<file path="src/hdl/lcm_pkg.sv">
/*
  Constants for the secondary-cache and multi-master pin group: mode codes,
  state codes, burst lengths and reset values.
  Assumes a single bus clock; no register bus, configuration arrives as ports.
*/
// Contract
// - burst SRAM: pulse address strobe on new address
// - async SRAM: counter bits on two outputs
// - burst SRAM: advance output steps next beat
// - async SRAM: latch enable captures bus address
// - data chip select during every cache access
// - modified input decoded with programmable polarity
// - mark-modified output driven with programmable polarity
// - data output enable only when RAMs drive
// - three identical write enables during data write
// - hit input decoded with programmable polarity
// - tag output enable when tag drives bus
// - tag valid line driven, programmable polarity
// - tag write enable for tag updates
// - external cache mode repurposes exactly four pins
// - external request answered by address grant
// - separate data grant for external controller
// - external hit: device does not terminate
// - multiprocessor mode repurposes nine pins
// - per-processor request and grants, rest shared
// - processors 1-3 request, get address grant
// - processors 1-3 get own data grant
package lcm_pkg;

  // ----------------------------------------------------------------
  // pin group modes: bit 0 external cache, bit 1 extra processors
  // ----------------------------------------------------------------
  localparam logic [1:0] MODE_INT = 2'h0;
  localparam logic [1:0] MODE_EXT = 2'h1;
  localparam logic [1:0] MODE_MP = 2'h2;
  localparam logic [1:0] MODE_MP_EXT = 2'h3;
  localparam int MODE_EXT_BIT = 0;
  localparam int MODE_MP_BIT = 1;

  // ----------------------------------------------------------------
  // burst sequencing
  // ----------------------------------------------------------------
  localparam logic [1:0] BEAT_FIRST = 2'h0;
  localparam logic [1:0] BEAT_LAST = 2'h3;
  localparam logic [1:0] BEAT_STEP = 2'h1;
  localparam int SYNC_WIDTH = 5;

  // ----------------------------------------------------------------
  // reset values
  // ----------------------------------------------------------------
  localparam logic RST_BIT = 1'h0;
  localparam logic [2:0] RST_TRIPLE = 3'h0;

  // ----------------------------------------------------------------
  // access sequencer states
  // ----------------------------------------------------------------
  typedef enum logic [2:0] {
    ST_IDLE = 3'h1,
    ST_ADDR = 3'h2,
    ST_BEAT = 3'h4
  } lcm_state_e;

endpackage : lcm_pkg

</file>
<file path="src/hdl/lcm_sync2.sv">
/*
  Two-stage synchroniser for pin inputs, frozen by the clock enable.
  Assumes inputs come from outside the clock domain.
*/
`timescale 1ns/10ps
module lcm_sync2 #(
  parameter int WIDTH = 1
) (
  input wire logic clk,
  input wire logic reset,
  input wire logic ce,
  input wire logic [WIDTH-1:0] async_in,
  output logic [WIDTH-1:0] sync_out
);

  logic [WIDTH-1:0] meta_r;
  logic [WIDTH-1:0] sync_r;

  always_ff @(posedge clk) begin
    if (reset) begin
      meta_r <= '0;
      sync_r <= '0;
    end else if (ce) begin
      meta_r <= async_in;
      sync_r <= meta_r;
    end
  end

  assign sync_out = sync_r;

endmodule : lcm_sync2

</file>
<file path="src/hdl/lcm_pin_group.sv">
/*
  Secondary-cache / multi-master pin group: cache SRAM sequencing, tag
  write strobes, and pin repurposing for external cache and extra processors.
  Assumes an outside arbiter chooses grants and an outside controller starts
  cache accesses; every pin output is registered, so pins follow the
  internal state by one clock.
*/
`timescale 1ns/10ps
module lcm_pin_group (
  input wire logic clk,
  input wire logic reset,
  input wire logic ce,
  // configuration
  input wire logic [1:0] mode_sel,
  input wire logic sram_is_burst,
  input wire logic pol_dirty_in,
  input wire logic pol_dirty_out,
  input wire logic pol_hit,
  input wire logic pol_tag_valid,
  // cache access requests from the controller core
  input wire logic acc_start,
  input wire logic acc_write,
  input wire logic acc_burst,
  input wire logic tag_read,
  input wire logic tag_update,
  input wire logic tag_set_valid,
  input wire logic tag_set_dirty,
  // grant choices from the arbiter
  input wire logic ext_addr_grant_give,
  input wire logic ext_data_grant_give,
  input wire logic [2:0] cpu_addr_grant_give,
  input wire logic [2:0] cpu_data_grant_give,
  // status to the core
  output logic acc_busy,
  output logic beat_done,
  output logic l2_hit,
  output logic l2_dirty,
  output logic l2_line_valid,
  output logic ext_claim,
  output logic ext_cache_bus_req,
  output logic [2:0] cpu_bus_req,
  // pin SRAM_ADDR_STROBE / ADDR_LATCH_EN / ext request
  output logic strobe_pin_o,
  output logic strobe_pin_oe,
  input wire logic strobe_pin_i,
  // pin counter bit 0 / cpu3 request
  output logic count0_pin_o,
  output logic count0_pin_oe,
  input wire logic count0_pin_i,
  // pin counter bit 1 / advance / ext address grant
  output logic step_pin_o,
  // pin data chip select / cpu3 address grant
  output logic select_pin_o,
  // pin modified in / cpu1 request
  input wire logic dirty_in_pin_i,
  // pin mark modified / cpu1 address grant
  output logic dirty_out_pin_o,
  // pin data output enable / ext data grant
  output logic doe_pin_o,
  // write enables, 0 and 1 double as cpu2 and cpu3 data grants
  output logic [2:0] dwe_pin_o,
  // hit / external hit
  input wire logic hit_pin_i,
  // tag output enable / cpu1 data grant
  output logic toe_pin_o,
  // tag valid / cpu2 request
  output logic tv_pin_o,
  output logic tv_pin_oe,
  input wire logic tv_pin_i,
  // tag write enable / cpu2 address grant
  output logic twe_pin_o
);

  // ----------------------------------------------------------------
  // pin input synchronisers
  // ----------------------------------------------------------------
  logic [lcm_pkg::SYNC_WIDTH-1:0] pins_raw;
  logic [lcm_pkg::SYNC_WIDTH-1:0] pins_sync;

  assign pins_raw = {strobe_pin_i, count0_pin_i, dirty_in_pin_i, hit_pin_i, tv_pin_i};

  lcm_sync2 #(
    .WIDTH(lcm_pkg::SYNC_WIDTH)
  ) u_sync (
    .clk(clk),
    .reset(reset),
    .ce(ce),
    .async_in(pins_raw),
    .sync_out(pins_sync)
  );

  wire strobe_s = pins_sync[4];
  wire count0_s = pins_sync[3];
  wire dirty_in_s = pins_sync[2];
  wire hit_s = pins_sync[1];
  wire tv_s = pins_sync[0];

  // ----------------------------------------------------------------
  // mode decode
  // ----------------------------------------------------------------
  // mode picks pin roles
  wire mode_ext = mode_sel[lcm_pkg::MODE_EXT_BIT];
  wire mode_mp = mode_sel[lcm_pkg::MODE_MP_BIT];
  wire mode_int = (mode_sel == lcm_pkg::MODE_INT);
  wire int_async = mode_int & ~sram_is_burst;
  wire int_burst = mode_int & sram_is_burst;

  function automatic logic pol_level(input logic active, input logic pol);
    pol_level = pol ? active : ~active;
  endfunction : pol_level

  // ----------------------------------------------------------------
  // access sequencer
  // ----------------------------------------------------------------
  lcm_pkg::lcm_state_e state_r;
  lcm_pkg::lcm_state_e state_nxt;
  logic [1:0] beat_r;
  logic [1:0] beat_nxt;
  logic write_r;
  logic burst_r;
  logic tag_wr_r;
  logic tag_valid_r;
  logic tag_dirty_r;

  wire start_ok = (state_r == lcm_pkg::ST_IDLE) & acc_start & mode_int;
  wire last_beat = ~burst_r | (beat_r == lcm_pkg::BEAT_LAST);
  wire in_addr = (state_r == lcm_pkg::ST_ADDR);
  wire in_beat = (state_r == lcm_pkg::ST_BEAT);

  always_comb begin
    state_nxt = state_r;
    beat_nxt = beat_r;
    case (state_r)
      lcm_pkg::ST_IDLE: begin
        if (start_ok) begin
          state_nxt = lcm_pkg::ST_ADDR;
          beat_nxt = lcm_pkg::BEAT_FIRST;
        end
      end
      lcm_pkg::ST_ADDR: begin
        state_nxt = lcm_pkg::ST_BEAT;
      end
      lcm_pkg::ST_BEAT: begin
        if (last_beat) begin
          state_nxt = lcm_pkg::ST_IDLE;
        end else begin
          beat_nxt = 2'(beat_r + lcm_pkg::BEAT_STEP);
        end
      end
      default: begin
        state_nxt = lcm_pkg::ST_IDLE;
      end
    endcase
  end

  always_ff @(posedge clk) begin
    if (reset) begin
      state_r <= lcm_pkg::ST_IDLE;
      beat_r <= lcm_pkg::BEAT_FIRST;
      write_r <= lcm_pkg::RST_BIT;
      burst_r <= lcm_pkg::RST_BIT;
    end else if (ce) begin
      state_r <= state_nxt;
      beat_r <= beat_nxt;
      if (start_ok) begin
        write_r <= acc_write;
        burst_r <= acc_burst;
      end
    end
  end

  // ----------------------------------------------------------------
  // tag write strobe, one cycle per update
  // ----------------------------------------------------------------
  always_ff @(posedge clk) begin
    if (reset) begin
      tag_wr_r <= lcm_pkg::RST_BIT;
      tag_valid_r <= lcm_pkg::RST_BIT;
      tag_dirty_r <= lcm_pkg::RST_BIT;
    end else if (ce) begin
      tag_wr_r <= tag_update & ~mode_mp & ~mode_ext;
      tag_valid_r <= tag_set_valid;
      tag_dirty_r <= tag_set_dirty;
    end
  end

  // ----------------------------------------------------------------
  // internal cache pin functions
  // ----------------------------------------------------------------
  // address strobe pulse
  wire ads_nxt = int_burst & in_addr;
  wire addr_latch_en_nxt = int_async & in_addr;
  wire ba0_nxt = int_async & in_beat & beat_r[0];
  wire ba1_nxt = int_async & in_beat & beat_r[1];
  wire baa_nxt = int_burst & in_beat & ~last_beat;
  wire dcs_nxt = mode_int & (in_addr | in_beat);
  wire doe_nxt = mode_int & in_beat & ~write_r;
  wire dwe_nxt = mode_int & in_beat & write_r;
  wire toe_nxt = mode_int & tag_read & ~tag_wr_r;
  wire twe_nxt = tag_wr_r;
  wire dirty_out_nxt = pol_level(tag_wr_r & tag_dirty_r, pol_dirty_out);
  wire tv_drive_nxt = pol_level(tag_valid_r, pol_tag_valid);

  // ----------------------------------------------------------------
  // pin multiplexing
  // ----------------------------------------------------------------
  // four pins in external mode
  wire strobe_o_nxt = ~mode_ext & (ads_nxt | addr_latch_en_nxt);
  wire strobe_oe_nxt = ~mode_ext;
  wire step_o_nxt = mode_ext ? ext_addr_grant_give : (ba1_nxt | baa_nxt);
  wire doe_o_nxt = mode_ext ? ext_data_grant_give : doe_nxt;
  wire count0_oe_nxt = ~mode_mp;
  wire count0_o_nxt = ~mode_mp & ba0_nxt;
  wire select_o_nxt = mode_mp ? cpu_addr_grant_give[2] : dcs_nxt;
  wire dirty_o_nxt = mode_mp ? cpu_addr_grant_give[0] : dirty_out_nxt;
  wire twe_o_nxt = mode_mp ? cpu_addr_grant_give[1] : twe_nxt;
  wire toe_o_nxt = mode_mp ? cpu_data_grant_give[0] : toe_nxt;
  wire [2:0] dwe_o_nxt = mode_mp ? {dwe_nxt, cpu_data_grant_give[2:1]} : {3{dwe_nxt}};
  // tag valid is driven only while the tag is written
  wire tv_oe_nxt = ~mode_mp & ~mode_ext & tag_wr_r;
  wire tv_o_nxt = tv_oe_nxt & tv_drive_nxt;

  always_ff @(posedge clk) begin
    if (reset) begin
      strobe_pin_o <= lcm_pkg::RST_BIT;
      strobe_pin_oe <= lcm_pkg::RST_BIT;
      count0_pin_o <= lcm_pkg::RST_BIT;
      count0_pin_oe <= lcm_pkg::RST_BIT;
      step_pin_o <= lcm_pkg::RST_BIT;
      select_pin_o <= lcm_pkg::RST_BIT;
      dirty_out_pin_o <= lcm_pkg::RST_BIT;
      doe_pin_o <= lcm_pkg::RST_BIT;
      dwe_pin_o <= lcm_pkg::RST_TRIPLE;
      toe_pin_o <= lcm_pkg::RST_BIT;
      tv_pin_o <= lcm_pkg::RST_BIT;
      tv_pin_oe <= lcm_pkg::RST_BIT;
      twe_pin_o <= lcm_pkg::RST_BIT;
    end else if (ce) begin
      strobe_pin_o <= strobe_o_nxt;
      strobe_pin_oe <= strobe_oe_nxt;
      count0_pin_o <= count0_o_nxt;
      count0_pin_oe <= count0_oe_nxt;
      step_pin_o <= step_o_nxt;
      select_pin_o <= select_o_nxt;
      dirty_out_pin_o <= dirty_o_nxt;
      doe_pin_o <= doe_o_nxt;
      dwe_pin_o <= dwe_o_nxt;
      toe_pin_o <= toe_o_nxt;
      tv_pin_o <= tv_o_nxt;
      tv_pin_oe <= tv_oe_nxt;
      twe_pin_o <= twe_o_nxt;
    end
  end

  // ----------------------------------------------------------------
  // status decode
  // ----------------------------------------------------------------
  // hit with polarity
  wire hit_active = pol_level(hit_s, pol_hit);
  wire dirty_active = pol_level(dirty_in_s, pol_dirty_in);
  wire valid_active = pol_level(tv_s, pol_tag_valid);

  always_ff @(posedge clk) begin
    if (reset) begin
      acc_busy <= lcm_pkg::RST_BIT;
      beat_done <= lcm_pkg::RST_BIT;
      l2_hit <= lcm_pkg::RST_BIT;
      l2_dirty <= lcm_pkg::RST_BIT;
      l2_line_valid <= lcm_pkg::RST_BIT;
      ext_claim <= lcm_pkg::RST_BIT;
      ext_cache_bus_req <= lcm_pkg::RST_BIT;
      cpu_bus_req <= lcm_pkg::RST_TRIPLE;
    end else if (ce) begin
      acc_busy <= (state_nxt != lcm_pkg::ST_IDLE);
      beat_done <= in_beat;
      l2_hit <= mode_int & hit_active;
      l2_dirty <= mode_int & dirty_active;
      l2_line_valid <= mode_int & ~tv_pin_oe & valid_active;
      ext_claim <= mode_ext & hit_active;
      ext_cache_bus_req <= mode_ext & strobe_s;
      cpu_bus_req <= mode_mp ? {count0_s, tv_s, dirty_in_s} : lcm_pkg::RST_TRIPLE;
    end
  end

endmodule : lcm_pin_group

</file>
<file path="config.mk">
export PLATFORM = sky130hd
export DESIGN_NAME = lcm_pin_group
export DESIGN_NICKNAME = d
export VERILOG_FILES = /design/src/hdl/lcm_pkg.sv /design/src/hdl/lcm_sync2.sv /design/src/hdl/lcm_pin_group.sv
export SDC_FILE = /design/constraint.sdc
export NUM_CORES = 1
export LEC_CHECK = 0
export BUFFER_PORTS_ARGS = -buffer_cell sky130_fd_sc_hd__buf_2
export CORE_MARGIN = 3
export CORE_UTILIZATION = 43
export CTS_BUF_LIST = sky130_fd_sc_hd__clkbuf_16
export CTS_CLUSTER_DIAMETER = 40
export DETAILED_ROUTE_END_ITERATION = 10
export PLACE_DENSITY = 0.68
export REMOVE_ABC_BUFFERS = 1
export SYNTH_ARGS = -nofsm -noshare
export SYNTH_HDL_FRONTEND = slang
export SYNTH_SLANG_ARGS = --single-unit
</file>
<file path="constraint.sdc">
create_clock -name clk -period 1.84 [get_ports clk]
set_input_delay 0.092 -clock clk [delete_from_list [all_inputs] [get_ports clk]]
set_output_delay 0.092 -clock clk [all_outputs]
set_load 0.01 [all_outputs]
</file>
==> summary.md <==
| Metric | Value |
|---|---|
| Status | `complete, no violations` |
| Hold buffer count at cts | `0` |
| Initial Util | `0.4553` |
| Pin count of the biggest net entering global routing | `31` |
| Clk root buf | `clkbuf_16` |
| Yosys top cell area share | `0.4842` |
| Die area | `5152 um^2` |
| Latest clock arrival within the worst-skew pair | `0.28 ns` |
| Final Setup Violations | `0` |
| H-tree lvl count | `2` |
| Post-synth EDFFs | `0` |
| Ant diodes | `0` |
| Wire per inst | `13.52 um` |
| Critical Path Source Type | `flop` |
| Final min period | `1.425 ns` |
| Register-to-Register Path Depth | `3` |
| Final worst setup slack | `0.4152 ns` |
| Initial antenna violation count | `0` |
| Total number of yosys warnings | `0` |
| PD cells | `890.9 nW/um^2` |
| Slew @ Worst Pin | `0.5545 ns` |
| Pre-antenna DRT Iters | `4` |
| Adder-cell share of the synthesized area | `0.006725` |
| Worst setup EP type | `flop` |
| Routed Antenna Nets | `0` |
| Yosys reg bits | `45` |
| Die height | `71.78 um` |
| Post-synth top flop | `dfxtp_1` |
| Max Cap Viol | `0` |
| Fin crit share | `0.7743` |
| Synth Instances | `201` |
| Fraction of registers with async set/reset | `0` |
| WL final | `4.151 mm` |
| Post-synthesis cell area | `1861 um^2` |
| Post-Synth XOR/XNOR Area | `0.02354` |
| Synth top area cells | `dfxtp_1, mux2i_1, nor2_1` |
| First-pass GRT wire length | `6.872 mm` |
| Count of nets after finishing | `287` |
| Gpl congestion | `0.7614` |
| Die Wd | `71.78 um` |
| Final setup skew | `0.005021 ns` |
| Grt total ovfl | `0` |
| Hold crit path type | `input port to flop` |
| Clk slew on worst S/H paths | `0.06 ns` |
| Max Freq | `701.9 MHz` |
| Post-CTS Setup Inserts | `0` |
| DR iter-0 viols | `115` |
| VDD IR max | `0.6303 mV` |
| Worst hold margin | `0.05076 ns` |
| Post-route DRC | `0` |
| Largest family of logic cells by synthesized area | `simple AND/OR/NAND/NOR gates` |
| Post-synth top area cell | `dfxtp_1` |
| Compound-Gate Fraction of Synth Area | `0.1473` |
| Final hold viol count | `0` |
| Post-synthesis simple-gate area fraction | `0.2233` |
| Port buffer count | `54` |
| Critical Path RT | `2.02 ns` |
| Row Count | `23` |
| Resized cells post-CTS | `0` |
| I/O pins | `55` |
| Total GRT Usage | `0.1660` |
| Number of global-route vias before repair | `1,497` |
| Setup Crit Path Kind | `flop to flop` |
| Arr. time, crit path | `1.60 ns` |
| Post-route core utilization | `0.5689` |
| DR vias | `1,613` |
| Most frequent cell after synthesis | `dfxtp_1` |
| Vias per cell | `5.254` |
| Max-slew headroom at the worst pin | `0.6304` |
| Lkg Pwr | `1.042 nW` |
| Final HPWL DP | `3.027 mm` |
| Clock Path Buffers | `2` |
| Synth cell count leaders | `dfxtp_1, nor2_1, a21oi_1, mux2i_1, nand2_1` |
| Count of pins over their slew limit | `0` |
| Fin Setup TNS | `0 ns` |
| Layout cells sized above 1 | `0.2840` |
| Total core area | `4086 um^2` |
| Post-synth cell types | `42` |
| Sequential area share after synthesis | `0.4842` |
| Hold path cells | `3` |
| CTS buffer count | `5` |
| RSZ-0062 raised after global routing | `false` |
| CTS tree | `done` |
| Worst-path fanout max | `8` |
| Post-Place Worst Slack | `0.4292 ns` |
| Clock Sinks | `45` |
| Multiplexer share of the synthesized area | `0.08070` |
| P&R area growth vs syn | `24.95%` |
| Mapped Avg Cell Area | `9.256 um^2` |
==> cells in the final DEF, fill, tap and decap left out, types with 4 or more instances in the layout <==
cell type,count
buf_2,54
dfxtp_1,45
nor2_1,30
a21oi_1,18
mux2i_1,15
nand2_1,14
nand3_1,10
a211oi_1,7
buf_4,7
a22oi_1,5
clkbuf_16,5
nor2b_1,4
==> report_power, final <==
part	internal [W]	switching, W
clock	0.000492	0.000338
sequential	0.00101	0.0000231
combinational	0.0000950	0.000112
total	0.00160	0.000473
==> kinds of logic (layout without fill, tap and decap cells) <==
group           Yosys count  in the layout
compound gates           42             42
xor+xnor                  5              5
fa+ha+maj                 1              1
buf+inv                  14             70
flops                    45             45
mux                      15             15
simple gates             79             79
==> routing by layer <==
layer / global-route usage / routed length, um / vias up
li1: - / - / 826
met1: 0.2200 / 1938 / 729
met2: 0.2622 / 1838 / 56
met3: 0.05189 / 350 / 2
met4: 0.04384 / 23 / 0
met5: 0 / 0 / -
==> path summary, 6_finish.rpt <==
kind / from / endpoint / slack (ns)
hold reg to reg: strobe_pin_o$_SDFFE_PP0P_ / strobe_pin_o$_SDFFE_PP0P_ / 0.46
setup / recovery: state_r[2]$_SDFFE_PP0P_ / dwe_pin_o[0]$_SDFFE_PP0P_ / 0.42
setup reg to reg: state_r[2]$_SDFFE_PP0P_ / dwe_pin_o[0]$_SDFFE_PP0P_ / 0.42
hold / removal: hit_pin_i / u_sync.meta_r[1]$_SDFFE_PP0P_ / 0.05
==> critical path: stages (launching register included) <==
cell and delay, ns:
dfxtp_1 0.45, nor3b_1 0.41, nand3_1 0.18, a311oi_1 0.30
==> state kept, by name, indices dropped and copies added (netlist names), 2 cells and up <==
signal           count
cpu_bus_req          3
state_r              3
u_sync.meta_r        5
beat_r               2
u_sync.sync_out      5
dwe_pin_o            3
==> through the flow <==
stage,cells,instance area (um^2),total power (W)
2_1_floorplan,188,1800,0.001144
3_3_place_gp,299,2186,0.001260
3_5_place_dp,299,2186,0.001263
4_1_cts,307,2325,0.002096
5_1_grt,307,2325,0.002161
6_report,307,2325,0.002071
==> area by class of cell <==
type	instances	area [um^2]
Fill cell	383	1762
Clock buffer	5	125.1
Clock inverter	3	13.76
Timing Repair Buffer	61	322.8
Sequential cell	45	900.9
Inverter	1	3.754
Multi-Input combinational cell	142	895.9
Tap cell	50	62.56
Note: power is estimated with default switching activity, not from simulation.
